[src/rtl/cpwm_pkg.sv]
// Purpose: Shared constants and types for the compare PWM channel with fault shutdown
// Assumes: 32-bit Avalon-MM register bus, word addressed by byte offset
// Notes:   All offsets and fields, and the period and duty reset values, live here
package cpwm_pkg;

   // ************************************************************
   // Register map (byte offsets)
   // ************************************************************
   // All offsets share the address width, so no caller pads them
   localparam int         CPWM_ADDR_W      = 5;
   localparam logic [4:0] CPWM_OFS_CTRL    = 5'h00; // compare_control
   localparam logic [4:0] CPWM_OFS_PERIOD  = 5'h04; // Period in bus clocks minus one
   localparam logic [4:0] CPWM_OFS_DUTY    = 5'h08; // pwm_duty_compare
   localparam logic [4:0] CPWM_OFS_IRQSTAT = 5'h0C; // Sticky events, write one to clear
   localparam logic [4:0] CPWM_OFS_IRQMASK = 5'h10; // Interrupt mask

   // ************************************************************
   // compare_control fields
   // ************************************************************
   localparam int CPWM_CTRL_ON    = 0;  // Channel enable
   localparam int CPWM_CTRL_FLTEN = 1;  // Fault input mode enable
   localparam int CPWM_CTRL_OUT   = 2;  // Read-only: pin level
   localparam int CPWM_CTRL_FIN   = 3;  // Read-only: synchronised fault level
   localparam int CPWM_CTRL_FLAG  = 4;  // pwm_fault_flag

   // ************************************************************
   // Interrupt status and mask fields
   // ************************************************************
   localparam int CPWM_IRQ_W      = 2;
   localparam int CPWM_IRQ_FAULT  = 0;  // Fault detected
   localparam int CPWM_IRQ_PERIOD = 1;  // Period rollover

   // ************************************************************
   // Widths and reset values
   // ************************************************************
   localparam int          CPWM_CNT_W     = 16;
   localparam logic [15:0] CPWM_PERIOD_RST = 16'hFFFF;
   localparam logic [15:0] CPWM_DUTY_RST   = 16'h0000;
   localparam logic [15:0] CPWM_CNT_ONE    = 16'h0001;
   localparam int          CPWM_SYNC_STAGES = 2;

   // Avalon request bundle
   typedef struct packed {
      logic [CPWM_ADDR_W-1:0] address;
      logic                   read;
      logic                   write;
      logic [31:0]            writedata;
      logic [3:0]             byteenable;
   } cpwm_req_s;

   typedef enum logic [1:0] {
      CPWM_IDLE,
      CPWM_RUN,
      CPWM_SHUT
   } cpwm_state_e;

endpackage

[src/rtl/cpwm_sync.sv]
// Purpose: Two flip-flop level synchroniser
// Assumes: Input is asynchronous to clock
// Notes:   First stage feeds only the second stage
`timescale 1ns/1ps
module cpwm_sync (
   // Clock and reset
   input  wire logic clock,
   input  wire logic rst,
   // Data
   input  wire logic din,
   output logic      dout
);
   import cpwm_pkg::*;

   logic meta_ff;

   // Two stages; reset to inactive
   always_ff @(posedge clock or posedge rst) begin
      if (rst) begin
         meta_ff <= 1'b0;
         dout    <= 1'b0;
      end else begin
         meta_ff <= din;
         dout    <= meta_ff;
      end
   end

endmodule

[src/rtl/cpwm_top.sv]
// Purpose: Output compare channel in PWM mode with fault input shutdown
// Assumes: One 100 MHz bus clock, asynchronous fault pin, Avalon-MM slave
// Notes:   Pulse width is one clock longer than the duty value, capped at the full period
//
// How it works
// - The fault pin passes two flip-flops and the output register, so the output shuts down two to three clocks late.
// - The output stays high for the smaller of duty plus one and period plus one clocks in every period.
// - The fault flag cannot be cleared while the synchronised fault is still present and the channel and fault mode are on.
// - A fault raises its interrupt event once, on its first detection only.
//
// Chosen here: register access over Avalon-MM and the register addresses.
`timescale 1ns/1ps
module cpwm_top (
   // Clock and reset
   input  wire logic                           clock,
   input  wire logic                           rst,
   // Avalon-MM slave
   input  wire logic [cpwm_pkg::CPWM_ADDR_W-1:0] avs_address,
   input  wire logic                           avs_read,
   input  wire logic                           avs_write,
   input  wire logic [31:0]                    avs_writedata,
   input  wire logic [3:0]                     avs_byteenable,
   output logic [31:0]                         avs_readdata,
   output logic                                avs_waitrequest,
   // Pins
   input  wire logic                           fault_in,
   output logic                                compare_channel,
   // Interrupt
   output logic                                irq
);
   import cpwm_pkg::*;

   // ************************************************************
   // Declarations
   // ************************************************************
   cpwm_req_s             req;
   logic                  fault_sync;
   logic                  on_ff;
   logic                  flten_ff;
   logic                  flag_ff;
   logic [CPWM_CNT_W-1:0] period_ff;
   logic [CPWM_CNT_W-1:0] duty_ff;
   logic [CPWM_CNT_W-1:0] cnt_ff;
   logic [CPWM_IRQ_W-1:0] stat_ff;
   logic [CPWM_IRQ_W-1:0] mask_ff;
   logic                  ack_ff;
   cpwm_state_e           state_ff;
   logic                  wr_stb;
   logic                  rd_stb;
   logic                  wr_ctrl;
   logic                  fault_det;
   logic                  fault_new;
   logic                  roll;
   logic [CPWM_IRQ_W-1:0] ev;
   logic [CPWM_IRQ_W-1:0] w1c;
   logic [31:0]           nxt_rdata;

   assign req = '{address: avs_address, read: avs_read, write: avs_write,
                  writedata: avs_writedata, byteenable: avs_byteenable};

   // ************************************************************
   // Fault input synchroniser
   // ************************************************************
   // Synchronous detection adds one to two clocks of latency
   cpwm_sync u_fault_sync (
      .clock (clock),
      .rst   (rst),
      .din   (fault_in),
      .dout  (fault_sync)
   );

   // Fault counts only when fault mode is on and channel is enabled
   assign fault_det = fault_sync && flten_ff && on_ff;
   // Event only on the rising detection, so a persisting fault is one event
   assign fault_new = fault_det && !flag_ff;

   // ************************************************************
   // Bus slave
   // ************************************************************
   // One wait cycle per access: waitrequest drops the cycle after the request
   assign wr_stb  = req.write && ack_ff;
   assign rd_stb  = req.read && ack_ff;
   assign wr_ctrl = wr_stb && (req.address == CPWM_ADDR_W'(CPWM_OFS_CTRL)) && req.byteenable[0];

   // Waitrequest is high at idle and low for one cycle to complete an access
   always_ff @(posedge clock or posedge rst) begin
      if (rst) begin
         ack_ff          <= 1'b0;
         avs_waitrequest <= 1'b1;
      end else begin
         ack_ff          <= (req.read || req.write) && !ack_ff;
         avs_waitrequest <= !((req.read || req.write) && !ack_ff);
      end
   end

   // Read mux; unmapped addresses read zero
   always_comb begin
      nxt_rdata = 32'h0000_0000;
      if (req.address == CPWM_ADDR_W'(CPWM_OFS_CTRL)) begin
         nxt_rdata[CPWM_CTRL_ON]    = on_ff;
         nxt_rdata[CPWM_CTRL_FLTEN] = flten_ff;
         nxt_rdata[CPWM_CTRL_OUT]   = compare_channel;
         nxt_rdata[CPWM_CTRL_FIN]   = fault_sync;
         nxt_rdata[CPWM_CTRL_FLAG]  = flag_ff;
      end else if (req.address == CPWM_ADDR_W'(CPWM_OFS_PERIOD)) begin
         nxt_rdata[CPWM_CNT_W-1:0] = period_ff;
      end else if (req.address == CPWM_ADDR_W'(CPWM_OFS_DUTY)) begin
         nxt_rdata[CPWM_CNT_W-1:0] = duty_ff;
      end else if (req.address == CPWM_ADDR_W'(CPWM_OFS_IRQSTAT)) begin
         nxt_rdata[CPWM_IRQ_W-1:0] = stat_ff;
      end else if (req.address == CPWM_OFS_IRQMASK) begin
         nxt_rdata[CPWM_IRQ_W-1:0] = mask_ff;
      end
   end

   // Read data registered so it is stable when waitrequest drops
   always_ff @(posedge clock or posedge rst) begin
      if (rst) begin
         avs_readdata <= 32'h0000_0000;
      end else if (req.read && !ack_ff) begin
         avs_readdata <= nxt_rdata;
      end
   end

   // ************************************************************
   // Configuration registers
   // ************************************************************
   // Byte lanes honoured for the wide registers
   always_ff @(posedge clock or posedge rst) begin
      if (rst) begin
         on_ff     <= 1'b0;
         flten_ff  <= 1'b0;
         period_ff <= CPWM_PERIOD_RST;
         duty_ff   <= CPWM_DUTY_RST;
         mask_ff   <= '0;
      end else if (wr_stb) begin
         if (req.address == CPWM_ADDR_W'(CPWM_OFS_CTRL)) begin
            if (req.byteenable[0]) begin
               on_ff    <= req.writedata[CPWM_CTRL_ON];
               flten_ff <= req.writedata[CPWM_CTRL_FLTEN];
            end
         end else if (req.address == CPWM_ADDR_W'(CPWM_OFS_PERIOD)) begin
            if (req.byteenable[0]) period_ff[7:0]  <= req.writedata[7:0];
            if (req.byteenable[1]) period_ff[15:8] <= req.writedata[15:8];
         end else if (req.address == CPWM_ADDR_W'(CPWM_OFS_DUTY)) begin
            // Software loads wanted width minus one
            if (req.byteenable[0]) duty_ff[7:0]  <= req.writedata[7:0];
            if (req.byteenable[1]) duty_ff[15:8] <= req.writedata[15:8];
         end else if (req.address == CPWM_OFS_IRQMASK) begin
            if (req.byteenable[0]) mask_ff <= req.writedata[CPWM_IRQ_W-1:0];
         end
      end
   end

   // ************************************************************
   // Fault flag
   // ************************************************************
   // Writing zero clears only while no fault is detected; detection wins
   always_ff @(posedge clock or posedge rst) begin
      if (rst) begin
         flag_ff <= 1'b0;
      end else if (fault_det) begin
         flag_ff <= 1'b1;
      end else if (wr_ctrl && !req.writedata[CPWM_CTRL_FLAG]) begin
         flag_ff <= 1'b0;
      end
   end

   // ************************************************************
   // PWM state machine and counter
   // ************************************************************
   // Shutdown holds until flag cleared with no fault present, or until the channel is disabled
   always_ff @(posedge clock or posedge rst) begin
      if (rst) begin
         state_ff <= CPWM_IDLE;
      end else begin
         case (state_ff)
            CPWM_IDLE: begin
               if (on_ff) state_ff <= CPWM_RUN;
            end
            CPWM_RUN: begin
               if (!on_ff) state_ff <= CPWM_IDLE;
               else if (fault_det) state_ff <= CPWM_SHUT;
            end
            CPWM_SHUT: begin
               if (!on_ff) state_ff <= CPWM_IDLE;
               else if (!flag_ff && !fault_det) state_ff <= CPWM_RUN;
            end
            default: state_ff <= CPWM_IDLE;
         endcase
      end
   end

   assign roll = (state_ff == CPWM_RUN) && (cnt_ff == period_ff);

   // Free-running period counter, restarts on each run entry
   always_ff @(posedge clock or posedge rst) begin
      if (rst) begin
         cnt_ff <= '0;
      end else if (state_ff != CPWM_RUN || roll) begin
         cnt_ff <= '0;
      end else begin
         cnt_ff <= cnt_ff + CPWM_CNT_ONE;
      end
   end

   // High for counts 0..duty, i.e. duty plus one clocks
   // Fault forces low straight from the synchronised level
   always_ff @(posedge clock or posedge rst) begin
      if (rst) begin
         compare_channel <= 1'b0;
      end else if (fault_det || state_ff != CPWM_RUN) begin
         compare_channel <= 1'b0;
      end else begin
         compare_channel <= (cnt_ff <= duty_ff);
      end
   end

   // ************************************************************
   // Interrupt status, mask and output
   // ************************************************************
   assign ev = {roll, fault_new};
   assign w1c = (wr_stb && req.address == CPWM_ADDR_W'(CPWM_OFS_IRQSTAT) && req.byteenable[0])
                ? req.writedata[CPWM_IRQ_W-1:0] : '0;

   // Set wins over a simultaneous write-one clear
   always_ff @(posedge clock or posedge rst) begin
      if (rst) begin
         stat_ff <= '0;
      end else begin
         stat_ff <= (stat_ff & ~w1c) | ev;
      end
   end

   // Level interrupt registered from masked status
   always_ff @(posedge clock or posedge rst) begin
      if (rst) begin
         irq <= 1'b0;
      end else begin
         irq <= |(((stat_ff & ~w1c) | ev) & mask_ff);
      end
   end

endmodule

[config.mk]
export PLATFORM = sky130hd
export DESIGN_NAME = cpwm_top
export DESIGN_NICKNAME = d
export VERILOG_FILES = /design/src/rtl/cpwm_pkg.sv /design/src/rtl/cpwm_sync.sv /design/src/rtl/cpwm_top.sv
export SDC_FILE = /design/constraint.sdc
export NUM_CORES = 1
export LEC_CHECK = 0
export BUFFER_PORTS_ARGS = -buffer_cell sky130_fd_sc_hd__buf_2
export CAP_MARGIN = 5
export CORE_MARGIN = 1
export CORE_UTILIZATION = 31
export DETAILED_ROUTE_END_ITERATION = 10
export PLACE_DENSITY_LB_ADDON = 0.12
export SKIP_LAST_GASP = 1
export SYNTH_ARGS = -nofsm -noshare
export SYNTH_HDL_FRONTEND = slang
export SYNTH_SLANG_ARGS = --single-unit
export TNS_END_PERCENT = 100
[constraint.sdc]
create_clock -name clock -period 3.9 [get_ports clock]
set_input_delay 0.39 -clock clock [delete_from_list [all_inputs] [get_ports clock]]
set_output_delay 0.39 -clock clock [all_outputs]
set_load 0.03 [all_outputs]
==> results.yml <==
synthesis:
  synth_edf_count: 0
  avgSynthCellArea_um2: 9.89
  yosysWarnings: 0
  synthArstFlopShare_pct: 100
  ys_seq_elements: 79
  synth_flop_cell: "dfrtp_1"
  netlist_instances: 412
  yosysUniqueCellTypes: 39
  synth_top_area_share_pct: 38.1
  synth_top_cell_by_area: "dfrtp_1"
  yosys-top-cells-area: "dfrtp_1, dfstp_2, ha_1, xor2_1, o21ai_0"
  synth_area_um2: 4080
  synth-seq-area-share_pct: 49.0
die:
  rows: 41
  dieArea_um2: 13600
  die_w_um: 117
  core_um2: 12700
  initial_core_util_pct: 32.0
  ios: 81
  fp.dieH_um: 117
clock_tree:
  cts_made_buffers: 9
  clkTransAtPathRegs_ps: 70
  clock_sinks: 79
  cts_resized: 0
  htreeDepth: 3
  cts_max_path_buffers: 2
  postCtsHoldBufs: 0
  insertion_delay_ps: 340
  tritoncts: "built"
  cts_setup_buffers: 0
  root_buffer: "clkbuf_16"
worst_setup_path:
  slowest_stage: "and4_1"
  startpoint_type: "primary input"
  cp_data_required_time_ps: 4100
  crit_arrival_ps: 2270
  crit_chain: "buf_2, nor2b_1, and2_1, and4_1, o21ai_0"
  crit_type: "primary input to flop"
  critPathMaxFanout: 16
  critPathCaptureType: "flop"
  slowest_delay_ps: 620
global_route:
  grt_max_degree: 63
  grt_pass1_vias: 2858
  antenna_found_initial: 0
  grt_first_pass_wirelength_um: 15400
  track_usage_pct: 15.3
  grt-ovfl-total: 0
placement:
  gp_congestion: 0.794
  dp_slack_ps: 1440
  port_buffers: 46
  placed_cells: 615
  placed_cell_area_um2: 4410
  dp_hpwl_um: 7150
layout:
  final_nets: 517
  fin_cells: 631
  fillers: 1281
  fin_util_pct: 37.0
  area_growth_pct: 15.6
  diodes: 0
  layout-drive-gt1-share_pct: 21.8
  final_cell_area_um2: 4710
routing:
  drt_iter0_drc: 132
  drt-wirelength-per-cell_um: 15.0
  drcViolationCount: 0
  firstDrtPassIters: 4
  num_vias: 3000
  ant_nets: 0
  routed_wl_um: 9490
  viasPerCell: 4.75
power:
  p_leak_nw: 2.25
  power_mw: 2.14
  peakVddDrop_v: 0.000198
  power_density_nw_per_um2: 455
outcome:
  status: "finished, final reports clean"
sta:
  drv_slew: 0
  rsz0062_at_grt: "no"
  slew_headroom_pct: 29.3
  finalSetupViolCount: 0
  hold_viol_final: 0
  fin_crit_ps: 2070
  timing.final.ws_setup_ps: 1830
  worst_clock_skew_ps: 6.43
  tightest_slew_ps: 1060
  fin_setup_tns_ps: 0
  max_freq_mhz: 484
  finalCritPeriodShare_pct: 53.0
  timing.hold.ws_ps: 158
run:
  cap_violations: 0
min_path:
  hold_path.class: "primary input to flop"
==> path summary, 6_finish.rpt <==
path                                 startpoint              endpoint  slack [ps]  cells past startpoint
setup / recovery                 avs_address[3]           duty_ff[11]        1830                      5
hold / removal                         fault_in  u_fault_sync.meta_ff         160                      1
setup reg to reg                         ack_ff       avs_readdata[1]        1930                      4
hold reg to reg            u_fault_sync.meta_ff     u_fault_sync.dout         360                      0
max in group asynchronous                   rst         period_ff[15]        2740                      3
min in group asynchronous                   rst       avs_readdata[0]         270                      2
==> layout make-up <==
type	count	area [um^2]	area share [%]
Clock inverter	7	80.1	1.70
Sequential cell	79	2000	42.4
Timing Repair Buffer	47	238	5.05
Tap cell	172	215	4.57
Clock buffer	9	225	4.78
Inverter	22	83.8	1.78
Multi-Input combinational cell	295	1870	39.7
==> registers in the layout (all words and copies together), names as in the netlist <==
name                  flops
ack_ff                    1
avs_readdata             16
avs_waitrequest           1
cnt_ff                   16
compare_channel           1
duty_ff                  16
flag_ff                   1
flten_ff                  1
irq                       1
mask_ff                   2
on_ff                     1
period_ff                16
stat_ff                   2
state_ff                  2
u_fault_sync.dout         1
u_fault_sync.meta_ff      1
==> cells in the mapped netlist, types with 2 or more instances <==
cell type	instances
ha_1	17
a21o_1	4
mux2_2	15
a22o_1	4
dfstp_2	17
nand4_1	8
a21oi_1	5
and2_1	2
and3_1	6
xnor2_1	8
a2111oi_0	3
nor2_1	47
o21ai_0	38
nor2b_1	7
buf_4	16
nor3_1	7
nand3_1	11
xor2_1	23
dfrtp_1	62
a221oi_1	12
nand2_1	39
nor4_1	7
inv_1	22
clkbuf_1	12
nand2b_1	2
nand3b_1	2
buf_2	2
mux2i_1	3
==> where the power goes <==
group | switching [mW] | internal (mW)
clock | 0.362 | 0.504
sequential | 0.0551 | 0.905
combinational | 0.213 | 0.102
==> critical path: cells and delay by family <==
family                 cells  cell delay [ps]
buffers and inverters      1              230
AO/OA/AOI/OAI              1              160
AND/OR/NAND/NOR            3             1480
==> cells in the final DEF (no fill, tap or decap), types with 2 or more instances in the layout <==
cell,n
inv_1,21
o21ai_0,38
nand3b_1,2
nor2_1,47
nor4_1,7
buf_2,46
nor2b_1,7
xor2_1,23
mux2_2,15
clkbuf_16,9
clkinvlp_4,2
dfrtp_1,62
inv_6,3
ha_1,17
nand2_1,39
nor3_1,7
a2111oi_0,3
mux2i_1,3
a21oi_1,5
and2_1,2
a21o_1,4
nand3_1,11
nand4_1,8
and3_1,6
xnor2_1,8
a22o_1,4
nand2b_1,2
dfstp_2,17
a221oi_1,12
conb_1,16
==> layer usage <==
layer / wire length (um) / track usage (%)
met2: 4180 / 22.8
met5: 0 / 0
met3: 395 / 2.28
met1: 4740 / 21.8
met4: 169 / 6.84
==> logic make-up after synthesis <==
| kind of cell | after synthesis | synth area share [%] |
|---|---|---|
| DFF | 79 | 49.0 |
| AOI/OAI and AO/OA | 69 | 10.6 |
| buffers and inverters | 53 | 6.45 |
| adders and majority gates | 17 | 5.22 |
| other | 1 | 0.0920 |
| xor gates and xnor gates | 31 | 6.66 |
| muxes | 18 | 4.88 |
| and+or+nand+nor | 144 | 17.1 |
Note: power is estimated with default switching activity, not from simulation.
